$ cat src/common/lcb_pkg.sv
// Constants for the middle control bits of the link main control register
package lcb_pkg;
  localparam logic [7:0] LCB_CTRL_OFS = 8'h08;
  // Bit n of the register sits at hardware position 31-n
  localparam int LCB_IDLE_POS = 22;
  localparam int LCB_TXRST_POS = 21;
  localparam int LCB_RXRST_POS = 20;
  localparam int LCB_CSTAT_POS = 19;
  localparam int LCB_CDIS_POS = 18;
  localparam int LCB_BNCLR_POS = 16;
  localparam int LCB_DIVA_POS = 15;
  localparam int LCB_DIVB_POS = 14;
  localparam int LCB_MVACK_POS = 13;
  localparam int LCB_FFACK_POS = 12;
  localparam logic LCB_CDIS_RST = 1'b1;
  localparam logic LCB_BIT_RST = 1'b0;
  localparam logic [1:0] LCB_DIV_RST = 2'h0;
  localparam logic [1:0] LCB_DIV_16 = 2'h0;
  localparam logic [1:0] LCB_DIV_2 = 2'h1;
  localparam logic [1:0] LCB_DIV_4 = 2'h2;
  localparam logic [1:0] LCB_DIV_32 = 2'h3;
  localparam logic [4:0] LCB_HALF_16 = 5'h08;
  localparam logic [4:0] LCB_HALF_2 = 5'h01;
  localparam logic [4:0] LCB_HALF_4 = 5'h02;
  localparam logic [4:0] LCB_HALF_32 = 5'h10;
  localparam logic [3:0] LCB_ACK_COMPLETE = 4'h1;
  localparam logic [3:0] LCB_ACK_PENDING = 4'h2;
  localparam logic [2:0] LCB_HSIZE_WORD = 3'h2;
endpackage : lcb_pkg

$ cat src/common/lcb_lps_if.sv
// Carrier between the control register and the power-status clock divider
`timescale 1ns/1ps
interface lcb_lps_if;
  logic [1:0] divisor;
  logic lps;
  modport ctrl (output divisor, input lps);
  modport gen (input divisor, output lps);
endinterface : lcb_lps_if

$ cat src/rtl/lcb_lps_div.sv
// Link-power-status clock divider
`timescale 1ns/1ps
module lcb_lps_div
  import lcb_pkg::*;
(
  input wire logic hclk,
  input wire logic hresetn,
  lcb_lps_if.gen lps_bus
);
  logic [4:0] cnt_ff;
  logic lps_ff;
  logic [4:0] half;

  always_comb begin
    unique case (lps_bus.divisor)
      LCB_DIV_16: half = LCB_HALF_16;
      LCB_DIV_2: half = LCB_HALF_2;
      LCB_DIV_4: half = LCB_HALF_4;
      LCB_DIV_32: half = LCB_HALF_32;
    endcase
  end

  // Toggle every half period; a larger count after a code change restarts
  always_ff @(posedge hclk or negedge hresetn) begin
    if (!hresetn) begin
      cnt_ff <= 5'h00;
      lps_ff <= 1'b0;
    end else if (cnt_ff >= half - 5'h01) begin
      cnt_ff <= 5'h00;
      lps_ff <= ~lps_ff;
    end else begin
      cnt_ff <= cnt_ff + 5'h01;
    end
  end

  assign lps_bus.lps = lps_ff;
endmodule : lcb_lps_div

$ cat src/rtl/lcb_link_ctrl_mid.sv
// Middle control bits of the link main control register, AHB-Lite slave
`timescale 1ns/1ps
module lcb_link_ctrl_mid
  import lcb_pkg::*;
#(
  parameter int ADDR_W = 8
) (
  input wire logic hclk,
  input wire logic hresetn,
  input wire logic hsel,
  input wire logic [ADDR_W-1:0] haddr,
  input wire logic [1:0] htrans,
  input wire logic hwrite,
  input wire logic [2:0] hsize,
  input wire logic [31:0] hwdata,
  input wire logic hready,
  output logic hreadyout,
  output logic hresp,
  output logic [31:0] hrdata,
  output logic idle_insert_enable,
  input wire logic phy_grant,
  output logic phy_idle_drive,
  output logic transmitter_soft_reset,
  output logic receiver_soft_reset,
  input wire logic contender_pin_in,
  output logic contender_pin_out,
  output logic contender_pin_oe,
  input wire logic local_bus_reset,
  output logic bus_number_clear,
  output logic link_power_status_clock,
  input wire logic async_to_mover,
  input wire logic async_to_fifo,
  input wire logic async_is_write,
  output logic ack_valid,
  output logic [3:0] ack_code
);
  if (ADDR_W < 8) begin : g_chk
    $error("ADDR_W must be at least 8 to reach the control register");
  end

  lcb_lps_if lps_bus ();

  // Bus tracking
  logic hreadyout_ff;
  logic hrdata_ff_en;
  logic [31:0] hrdata_ff;
  logic wr_pend_ff;
  logic hit_ff;
  logic acc;
  logic addr_hit;
  logic wr_do;

  // Control bits
  logic idle_ff;
  logic txrst_ff;
  logic rxrst_ff;
  logic cstat_ff;
  logic cdis_ff;
  logic bnclr_ff;
  logic [1:0] div_ff;
  logic mvack_ff;
  logic ffack_ff;
  logic nxt_idle;
  logic nxt_cstat;
  logic nxt_cdis;
  logic nxt_bnclr;
  logic [1:0] nxt_div;
  logic nxt_mvack;
  logic nxt_ffack;
  logic [31:0] rd_word;

  // Side outputs
  logic idle_drive_ff;
  logic cpin_out_ff;
  logic cpin_oe_ff;
  logic bus_clr_ff;
  logic ack_valid_ff;
  logic [3:0] ack_code_ff;

  assign acc = hsel && htrans[1] && hready;
  // Full decode, so the register has no aliases higher up
  assign addr_hit = haddr == ADDR_W'(LCB_CTRL_OFS);
  assign wr_do = wr_pend_ff && hit_ff;

  // Address phase capture; slave never waits and always answers OKAY
  always_ff @(posedge hclk or negedge hresetn) begin
    if (!hresetn) begin
      wr_pend_ff <= 1'b0;
      hit_ff <= 1'b0;
      hreadyout_ff <= 1'b1;
    end else begin
      wr_pend_ff <= acc && hwrite && hsize == LCB_HSIZE_WORD;
      hit_ff <= acc && addr_hit;
      hreadyout_ff <= 1'b1;
    end
  end

  // Next values, so a read right after a write sees the new contents
  always_comb begin
    nxt_idle = idle_ff;
    nxt_bnclr = bnclr_ff;
    nxt_div = div_ff;
    nxt_mvack = mvack_ff;
    nxt_ffack = ffack_ff;
    nxt_cdis = cdis_ff;
    if (wr_do) begin
      nxt_idle = hwdata[LCB_IDLE_POS];
      nxt_bnclr = hwdata[LCB_BNCLR_POS];
      nxt_div = {hwdata[LCB_DIVA_POS], hwdata[LCB_DIVB_POS]};
      nxt_mvack = hwdata[LCB_MVACK_POS];
      nxt_ffack = hwdata[LCB_FFACK_POS];
      nxt_cdis = hwdata[LCB_CDIS_POS];
    end
  end

  // Sensed from the pin while the driver is off, else software's value
  always_comb begin
    if (cdis_ff) begin
      nxt_cstat = contender_pin_in;
    end else if (wr_do) begin
      nxt_cstat = hwdata[LCB_CSTAT_POS];
    end else begin
      nxt_cstat = cstat_ff;
    end
  end

  always_comb begin
    rd_word = 32'h0000_0000;
    rd_word[LCB_IDLE_POS] = nxt_idle;
    rd_word[LCB_CSTAT_POS] = nxt_cstat;
    rd_word[LCB_CDIS_POS] = nxt_cdis;
    rd_word[LCB_BNCLR_POS] = nxt_bnclr;
    rd_word[LCB_DIVA_POS] = nxt_div[1];
    rd_word[LCB_DIVB_POS] = nxt_div[0];
    rd_word[LCB_MVACK_POS] = nxt_mvack;
    rd_word[LCB_FFACK_POS] = nxt_ffack;
  end

  // Reset bits read 0; unmapped addresses read 0
  assign hrdata_ff_en = acc && !hwrite;
  always_ff @(posedge hclk or negedge hresetn) begin
    if (!hresetn) begin
      hrdata_ff <= 32'h0000_0000;
    end else if (hrdata_ff_en) begin
      hrdata_ff <= addr_hit ? rd_word : 32'h0000_0000;
    end
  end

  always_ff @(posedge hclk or negedge hresetn) begin
    if (!hresetn) begin
      idle_ff <= LCB_BIT_RST;
      bnclr_ff <= LCB_BIT_RST;
      div_ff <= LCB_DIV_RST;
      mvack_ff <= LCB_BIT_RST;
      ffack_ff <= LCB_BIT_RST;
    end else begin
      idle_ff <= nxt_idle;
      bnclr_ff <= nxt_bnclr;
      div_ff <= nxt_div;
      mvack_ff <= nxt_mvack;
      ffack_ff <= nxt_ffack;
    end
  end

  // Contender status and driver
  always_ff @(posedge hclk or negedge hresetn) begin
    if (!hresetn) begin
      cdis_ff <= LCB_CDIS_RST;
      cstat_ff <= LCB_BIT_RST;
      cpin_out_ff <= 1'b0;
      cpin_oe_ff <= 1'b0;
    end else begin
      cdis_ff <= nxt_cdis;
      cstat_ff <= nxt_cstat;
      cpin_out_ff <= nxt_cstat;
      cpin_oe_ff <= !nxt_cdis;
    end
  end

  // Self-clearing resets: one-cycle pulse after the data phase
  always_ff @(posedge hclk or negedge hresetn) begin
    if (!hresetn) begin
      txrst_ff <= 1'b0;
      rxrst_ff <= 1'b0;
    end else begin
      txrst_ff <= wr_do && hwdata[LCB_TXRST_POS];
      rxrst_ff <= wr_do && hwdata[LCB_RXRST_POS];
    end
  end

  always_ff @(posedge hclk or negedge hresetn) begin
    if (!hresetn) begin
      idle_drive_ff <= 1'b0;
    end else begin
      idle_drive_ff <= phy_grant && idle_ff;
    end
  end

  always_ff @(posedge hclk or negedge hresetn) begin
    if (!hresetn) begin
      bus_clr_ff <= 1'b0;
    end else begin
      bus_clr_ff <= local_bus_reset && bnclr_ff;
    end
  end

  // Acknowledge code for routed asynchronous packets; mover port wins
  always_ff @(posedge hclk or negedge hresetn) begin
    if (!hresetn) begin
      ack_valid_ff <= 1'b0;
      ack_code_ff <= LCB_ACK_PENDING;
    end else begin
      ack_valid_ff <= async_to_mover || async_to_fifo;
      if (async_to_mover) begin
        ack_code_ff <= (mvack_ff && async_is_write)
          ? LCB_ACK_COMPLETE : LCB_ACK_PENDING;
      end else if (async_to_fifo) begin
        ack_code_ff <= ffack_ff
          ? LCB_ACK_COMPLETE : LCB_ACK_PENDING;
      end
    end
  end

  assign lps_bus.divisor = div_ff;

  lcb_lps_div u_lps_div (
    .hclk(hclk),
    .hresetn(hresetn),
    .lps_bus(lps_bus)
  );

  assign hreadyout = hreadyout_ff;
  assign hresp = 1'b0;
  assign hrdata = hrdata_ff;
  assign idle_insert_enable = idle_ff;
  assign phy_idle_drive = idle_drive_ff;
  assign transmitter_soft_reset = txrst_ff;
  assign receiver_soft_reset = rxrst_ff;
  assign contender_pin_out = cpin_out_ff;
  assign contender_pin_oe = cpin_oe_ff;
  assign bus_number_clear = bus_clr_ff;
  assign link_power_status_clock = lps_bus.lps;
  assign ack_valid = ack_valid_ff;
  assign ack_code = ack_code_ff;
endmodule : lcb_link_ctrl_mid

$ cat config.mk
export PLATFORM = sky130hd
export DESIGN_NAME = lcb_link_ctrl_mid
export DESIGN_NICKNAME = d
export VERILOG_FILES = /design/src/common/lcb_pkg.sv /design/src/common/lcb_lps_if.sv /design/src/rtl/lcb_lps_div.sv /design/src/rtl/lcb_link_ctrl_mid.sv
export SDC_FILE = /design/constraint.sdc
export NUM_CORES = 1
export LEC_CHECK = 0
export BUFFER_PORTS_ARGS = -buffer_cell sky130_fd_sc_hd__buf_4
export CORE_UTILIZATION = 44
export CTS_CLUSTER_SIZE = 10
export DETAILED_ROUTE_END_ITERATION = 10
export PLACE_DENSITY = 0.87
export SLEW_MARGIN = 0
export SYNTH_ARGS = -nofsm -noshare
export SYNTH_HDL_FRONTEND = slang
export SYNTH_HIERARCHICAL = 1
export SYNTH_SLANG_ARGS = --single-unit
$ cat constraint.sdc
create_clock -name hclk -period 2.55 [get_ports hclk]
set_clock_uncertainty 0.05 [all_clocks]
set_input_delay 0.255 -clock hclk [delete_from_list [all_inputs] [get_ports hclk]]
set_output_delay 0.255 -clock hclk [all_outputs]
set_load 0.02 [all_outputs]
# Yosys cells after proc, flatten, opt, wreduce, memory -nomap -nowiden
# Index checks and enable logic that the tools add are counted.
# word_totals
register_bits	58
wordCells	60
mem_count	0
ramBits	0
rom_bits	0
latchBits	0
inputBits	56
# op_classes
n_eq_ne	5
div_mod_pow	0
reduce_logical	17
n_lt_le_gt_ge	1
mux	15
n_bitwise	1
shifts	0
addsub	2
n_mul	0
# op_table
cell	n
23-bit 2-to-1 mux	1
5-bit one-hot mux with 4 select lines	1
1-bit logical AND	12
8-bit by 4-bit == test with 1-bit output (second input constant)	1
4-bit 2-to-1 mux	2
1-bit 2-to-1 mux	7
2-bit 2-to-1 mux	3
5-bit by 1-bit adder with 5-bit output (second input constant)	1
5-bit greater-or-equal comparator	1
5-bit 2-to-1 mux	1
5-bit by 1-bit subtractor with 5-bit output (second input constant)	1
2-bit == test (second input constant)	2
3-bit by 2-bit == test with 1-bit output (second input constant)	1
2-bit by 1-bit == test with 1-bit output (second input constant)	1
1-bit zero test	2
2-bit zero test	1
2-bit nonzero test	1
1-bit logical OR	1
1-bit NOT	1

# Logic depth before layout (Yosys ltp)
# depth
word_depth	5
mapped_depth	7

# Modules after synthesis
# Netlist, hierarchy kept.
# by_module_without_submodules
module	instances	area_each_um2	cells_per_inst	seq_area_each_um2
lcb_link_ctrl_mid	1	1273.7	106	653.1
lcb_lps_div	1	495.5	48	150.1

# Worst setup path after synthesis
# OpenSTA, ideal clock, no wires.
# synth_path
path_kind	flip-flop to flip-flop
startpoint	reg div_ff[0]
endpoint	reg u_lps_div.lps_ff, in the netlist u_lps_div/lps_bus.lps
path_stages_with_launch	8
path_slack_ns	0.731
period_less_slack_ns	1.819
setup_ns	0.145
arrival_time_ns	1.625
path_cell_list	dfrtp_1 -> ha_1 -> xnor2_1 -> ha_1 -> buf_6 -> nor2_2 -> a2111oi_2 -> o311ai_1
# synth_via
elab_chain_len	4
word_cells_on_any_way	7
classes_between	add/sub (1); order compare (1); eq/ne (3); mux (1); reduce/logical (1)
# synth_rtl
item	line	source
start, declared	lcb_link_ctrl_mid.sv:60	logic [1:0] div_ff;
start signal, assigned	lcb_link_ctrl_mid.sv:159	div_ff <= nxt_div;
2-bit == test (tied with other cells)	lcb_lps_div.sv:15	unique case (lps_bus.divisor)
5-bit one-hot mux with 4 select lines (*)	lcb_lps_div.sv:15	
5-bit by 1-bit subtractor with 5-bit output (*)	lcb_lps_div.sv:28	end else if (cnt_ff >= half - 5'h01) begin
5-bit greater-or-equal comparator (*)	lcb_lps_div.sv:28	
end signal, assigned	lcb_lps_div.sv:30	lps_ff <= ~lps_ff;
end, declared	lcb_lps_div.sv:11	logic lps_ff;
# Mark *: on every way between the ends. The rest lies on a longest branch, timed or not. The select of a mux whose other input is x is not followed.
# A chain may end at the register's enable or synchronous reset.

# Worst setup path in the final report
# Ends and elaborated chain as after synthesis.

==> impl_metrics.csv <==
group,metric,value,unit
sta,setup_slack,0.5417,ns
synthesis,syn_avg_cell_area,11.49,sq um
die,die_h,65.41,microns
routing,drcViolationCount,0,
critical_path,worst_ep_arrival_time,2.10,ns
sta,hold_violations,0,
global_routing,grt_use_total,16.12,%
sta,maxSlewViolCount,0,
place,preCtsSetupSlack,0.5149,ns
sta,max_clock_freq,497.9,MHz
layout,fin_area,2210,sq um
layout,syn_to_final_growth,24.89,%
layout,final_util,58.59,%
critical_path,endpoint_kind,"register",
worst_hold_path,hold_class,"in -> reg",
pwr,p_leak,1.165,nW
sta,holdWs,0.1405,ns
layout,drive_gt1_share,37.91,%
routing,vias,1226,
place,io_buffers,51,
synthesis,synth_area,1769,sq um
global_routing,grt_max_degree,33,
global_routing,grt_pass1_vias,1163,
synthesis,ys_async_sr_fraction,100.0,%
synthesis,syn_inst,154,
critical_path,required,2.65,ns
routing,routed_wirelength,3115,microns
die,core-area,3771,sq um
synthesis,synth-edff-count,0,
status,status,"complete, no violations",
synthesis,ys_seq_area_share,45.40,%
routing,drt_iter0_drc,45,
die,rows,22,
synthesis,ys.flop_type,"dfrtp_1",
layout,fin_nets,275,
routing,ant_nets,0,
clocking,insertion_delay,0.28,ns
die,dieArea,4278,sq um
routing,dr.pass1.iters,4,
sta,rsz0062_at_grt,"no",
clocking,cts_buffers,5,
routing,avgRoutedWirePerCell,12.03,microns
synthesis,yosys_register_bits,32,
place,gp_congestion,0.7553,
critical_path,critPathKind,"reg -> reg",
critical_path,start_kind,"register",
die,io_pins,103,
critical_path,worst-path-max-fanout,9,
layout,n_fill_cell,332,
clocking,clk_pin_slew,0.07,ns
place,dp_hpwl,2408,microns
clocking,cts_tree,"yes",
sta,finalSetupViolations,0,
sta,tns,0,ns
global_routing,antenna_found_initial,0,
pwr,powerDensity,704.5,nW/um^2
job,drv_cap,0,
pwr,vdd_drop_max,0.2684,mV
critical_path,rrSetupSlack,0.54,ns
clocking,cts_setup_buffers,0,
die,fp.dieW,65.41,microns
die,start_util,46.91,%
sta,fin_crit,2.008,ns
synthesis,synth_warnings,6,
global_routing,globalRouteOverflowTotal,0,
place,placed_cell_area,2088,sq um
clocking,cts_root_buffer,"clkbuf_8",
synthesis,ys_types,40,
clocking,clock_sinks,32,
layout,antennaDiodeCount,0,
routing,vias_per_cell,4.734,
sta,min_period_over_period,78.76,%
clocking,clockBufferDepth,2,
clocking,htree_num_levels,2,
global_routing,grt_pass1_wl,5216,microns
## per-stage QoR
step,std cells,power [mW]
floorplan,180,0.9922
global placement,250,1.075
detailed placement,250,1.094
CTS,259,1.574
global route,259,1.658
finish,259,1.557
## routing by layer
layer / track usage, % / up-vias / wire [microns]
met5: 0 / - / 0
met4: 7.337 / 0 / 33
met3: 5.035 / 4 / 198
met2: 25.64 / 49 / 1579
met1: 19.89 / 575 / 1304
li1: - / 598 / -
## cells by family after synthesis
kind of cell	count (synthesis)	synth area share, %
AOI/OAI and AO/OA	25	12.38
xor gates and xnor gates	4	1.981
adders and majority gates	9	6.365
buffers and inverters	38	14.43
DFF	32	45.40
muxes	9	5.516
other	2	0.4245
and+or+nand+nor	35	13.51
## timing repair
action,CTS,global route
hold endpoints to repair,30,0
hold buffers,1,0
resized for setup,0,0
## synthesized netlist by cell type (3+ instances only)
| master | count | share of area (%) |
|---|---|---|
| mux2_2 | 6 | 3.8 |
| and2_1 | 8 | 2.8 |
| dfrtp_1 | 30 | 42 |
| nand3_1 | 4 | 1.1 |
| nor2_1 | 4 | 0.85 |
| and3_1 | 3 | 1.1 |
| ha_1 | 9 | 6.4 |
| a41o_2 | 4 | 2.5 |
| a311oi_1 | 5 | 2.5 |
| inv_1 | 9 | 1.9 |
| buf_4 | 28 | 12 |
| mux2i_1 | 3 | 1.7 |
| nand2_1 | 4 | 0.85 |
## worst max-delay path, cell delays in order (launching register included)
cell and delay, ns:
dfrtp_1 0.41, ha_1 0.24, xnor2_1 0.13, ha_1 0.44, nor2_2 0.08, a2111oi_2 0.37, o311ai_1 0.15
## layout make-up
| cell class | count | area [sq um] | area share (%) |
|---|---|---|---|
| clock inverter | 3 | 42.54 | 1.925 |
| timing repair buffer | 52 | 392.9 | 17.78 |
| sequential | 32 | 803.3 | 36.35 |
| tap | 48 | 60.06 | 2.718 |
| multi-input combinational | 110 | 808.3 | 36.58 |
| clock buffer | 5 | 68.82 | 3.114 |
| inverter | 9 | 33.78 | 1.529 |
## layout by cell type (no fill, tap or decap), drive strengths merged, types with 2 or more instances in the layout
| cell | count |
|---|---|
| a311oi | 5 |
| conb | 28 |
| xnor2 | 2 |
| nand3 | 4 |
| ha | 9 |
| and2 | 8 |
| mux2i | 3 |
| mux2 | 6 |
| clkbuf | 5 |
| a21oi | 2 |
| buf | 51 |
| nor2 | 5 |
| xor2 | 2 |
| o31ai | 2 |
| nor2b | 2 |
| and3 | 3 |
| dfrtp | 30 |
| inv | 9 |
| a21o | 2 |
| nor4b | 2 |
| o21a | 2 |
| dfstp | 2 |
| nand2 | 6 |
| o21ai | 2 |
| a41o | 6 |
## final timing paths
kind | from | endpoint | depth (start not counted)
worst max-delay path | div_ff[0] | u_lps_div/lps_bus.lps | 6
worst min-delay path | phy_grant | phy_idle_drive | 2
worst max register to register | div_ff[0] | u_lps_div/lps_bus.lps | 6
worst min register to register | bnclr_ff | bus_number_clear | 1
max in group asynchronous | hresetn | ack_code[1] | 2
min in group asynchronous | hresetn | ack_code[0] | 2
## report_power, final
part / leakage (nW) / total [mW] / internal [mW] / switching, mW
registers: 0.406 / 0.625 / 0.567 / 0.0583
logic: 0.705 / 0.460 / 0.206 / 0.254
clock network: 0.0541 / 0.471 / 0.289 / 0.182
## sequential cells by signal, indices dropped and copies added, names as in the netlist, 2 cells and up
| register | cells |
|---|---|
| u_lps_div/cnt_ff | 5 |
| div_ff | 2 |
| ack_code | 2 |
| hrdata | 8 |
(Power assumes the default switching activity.)
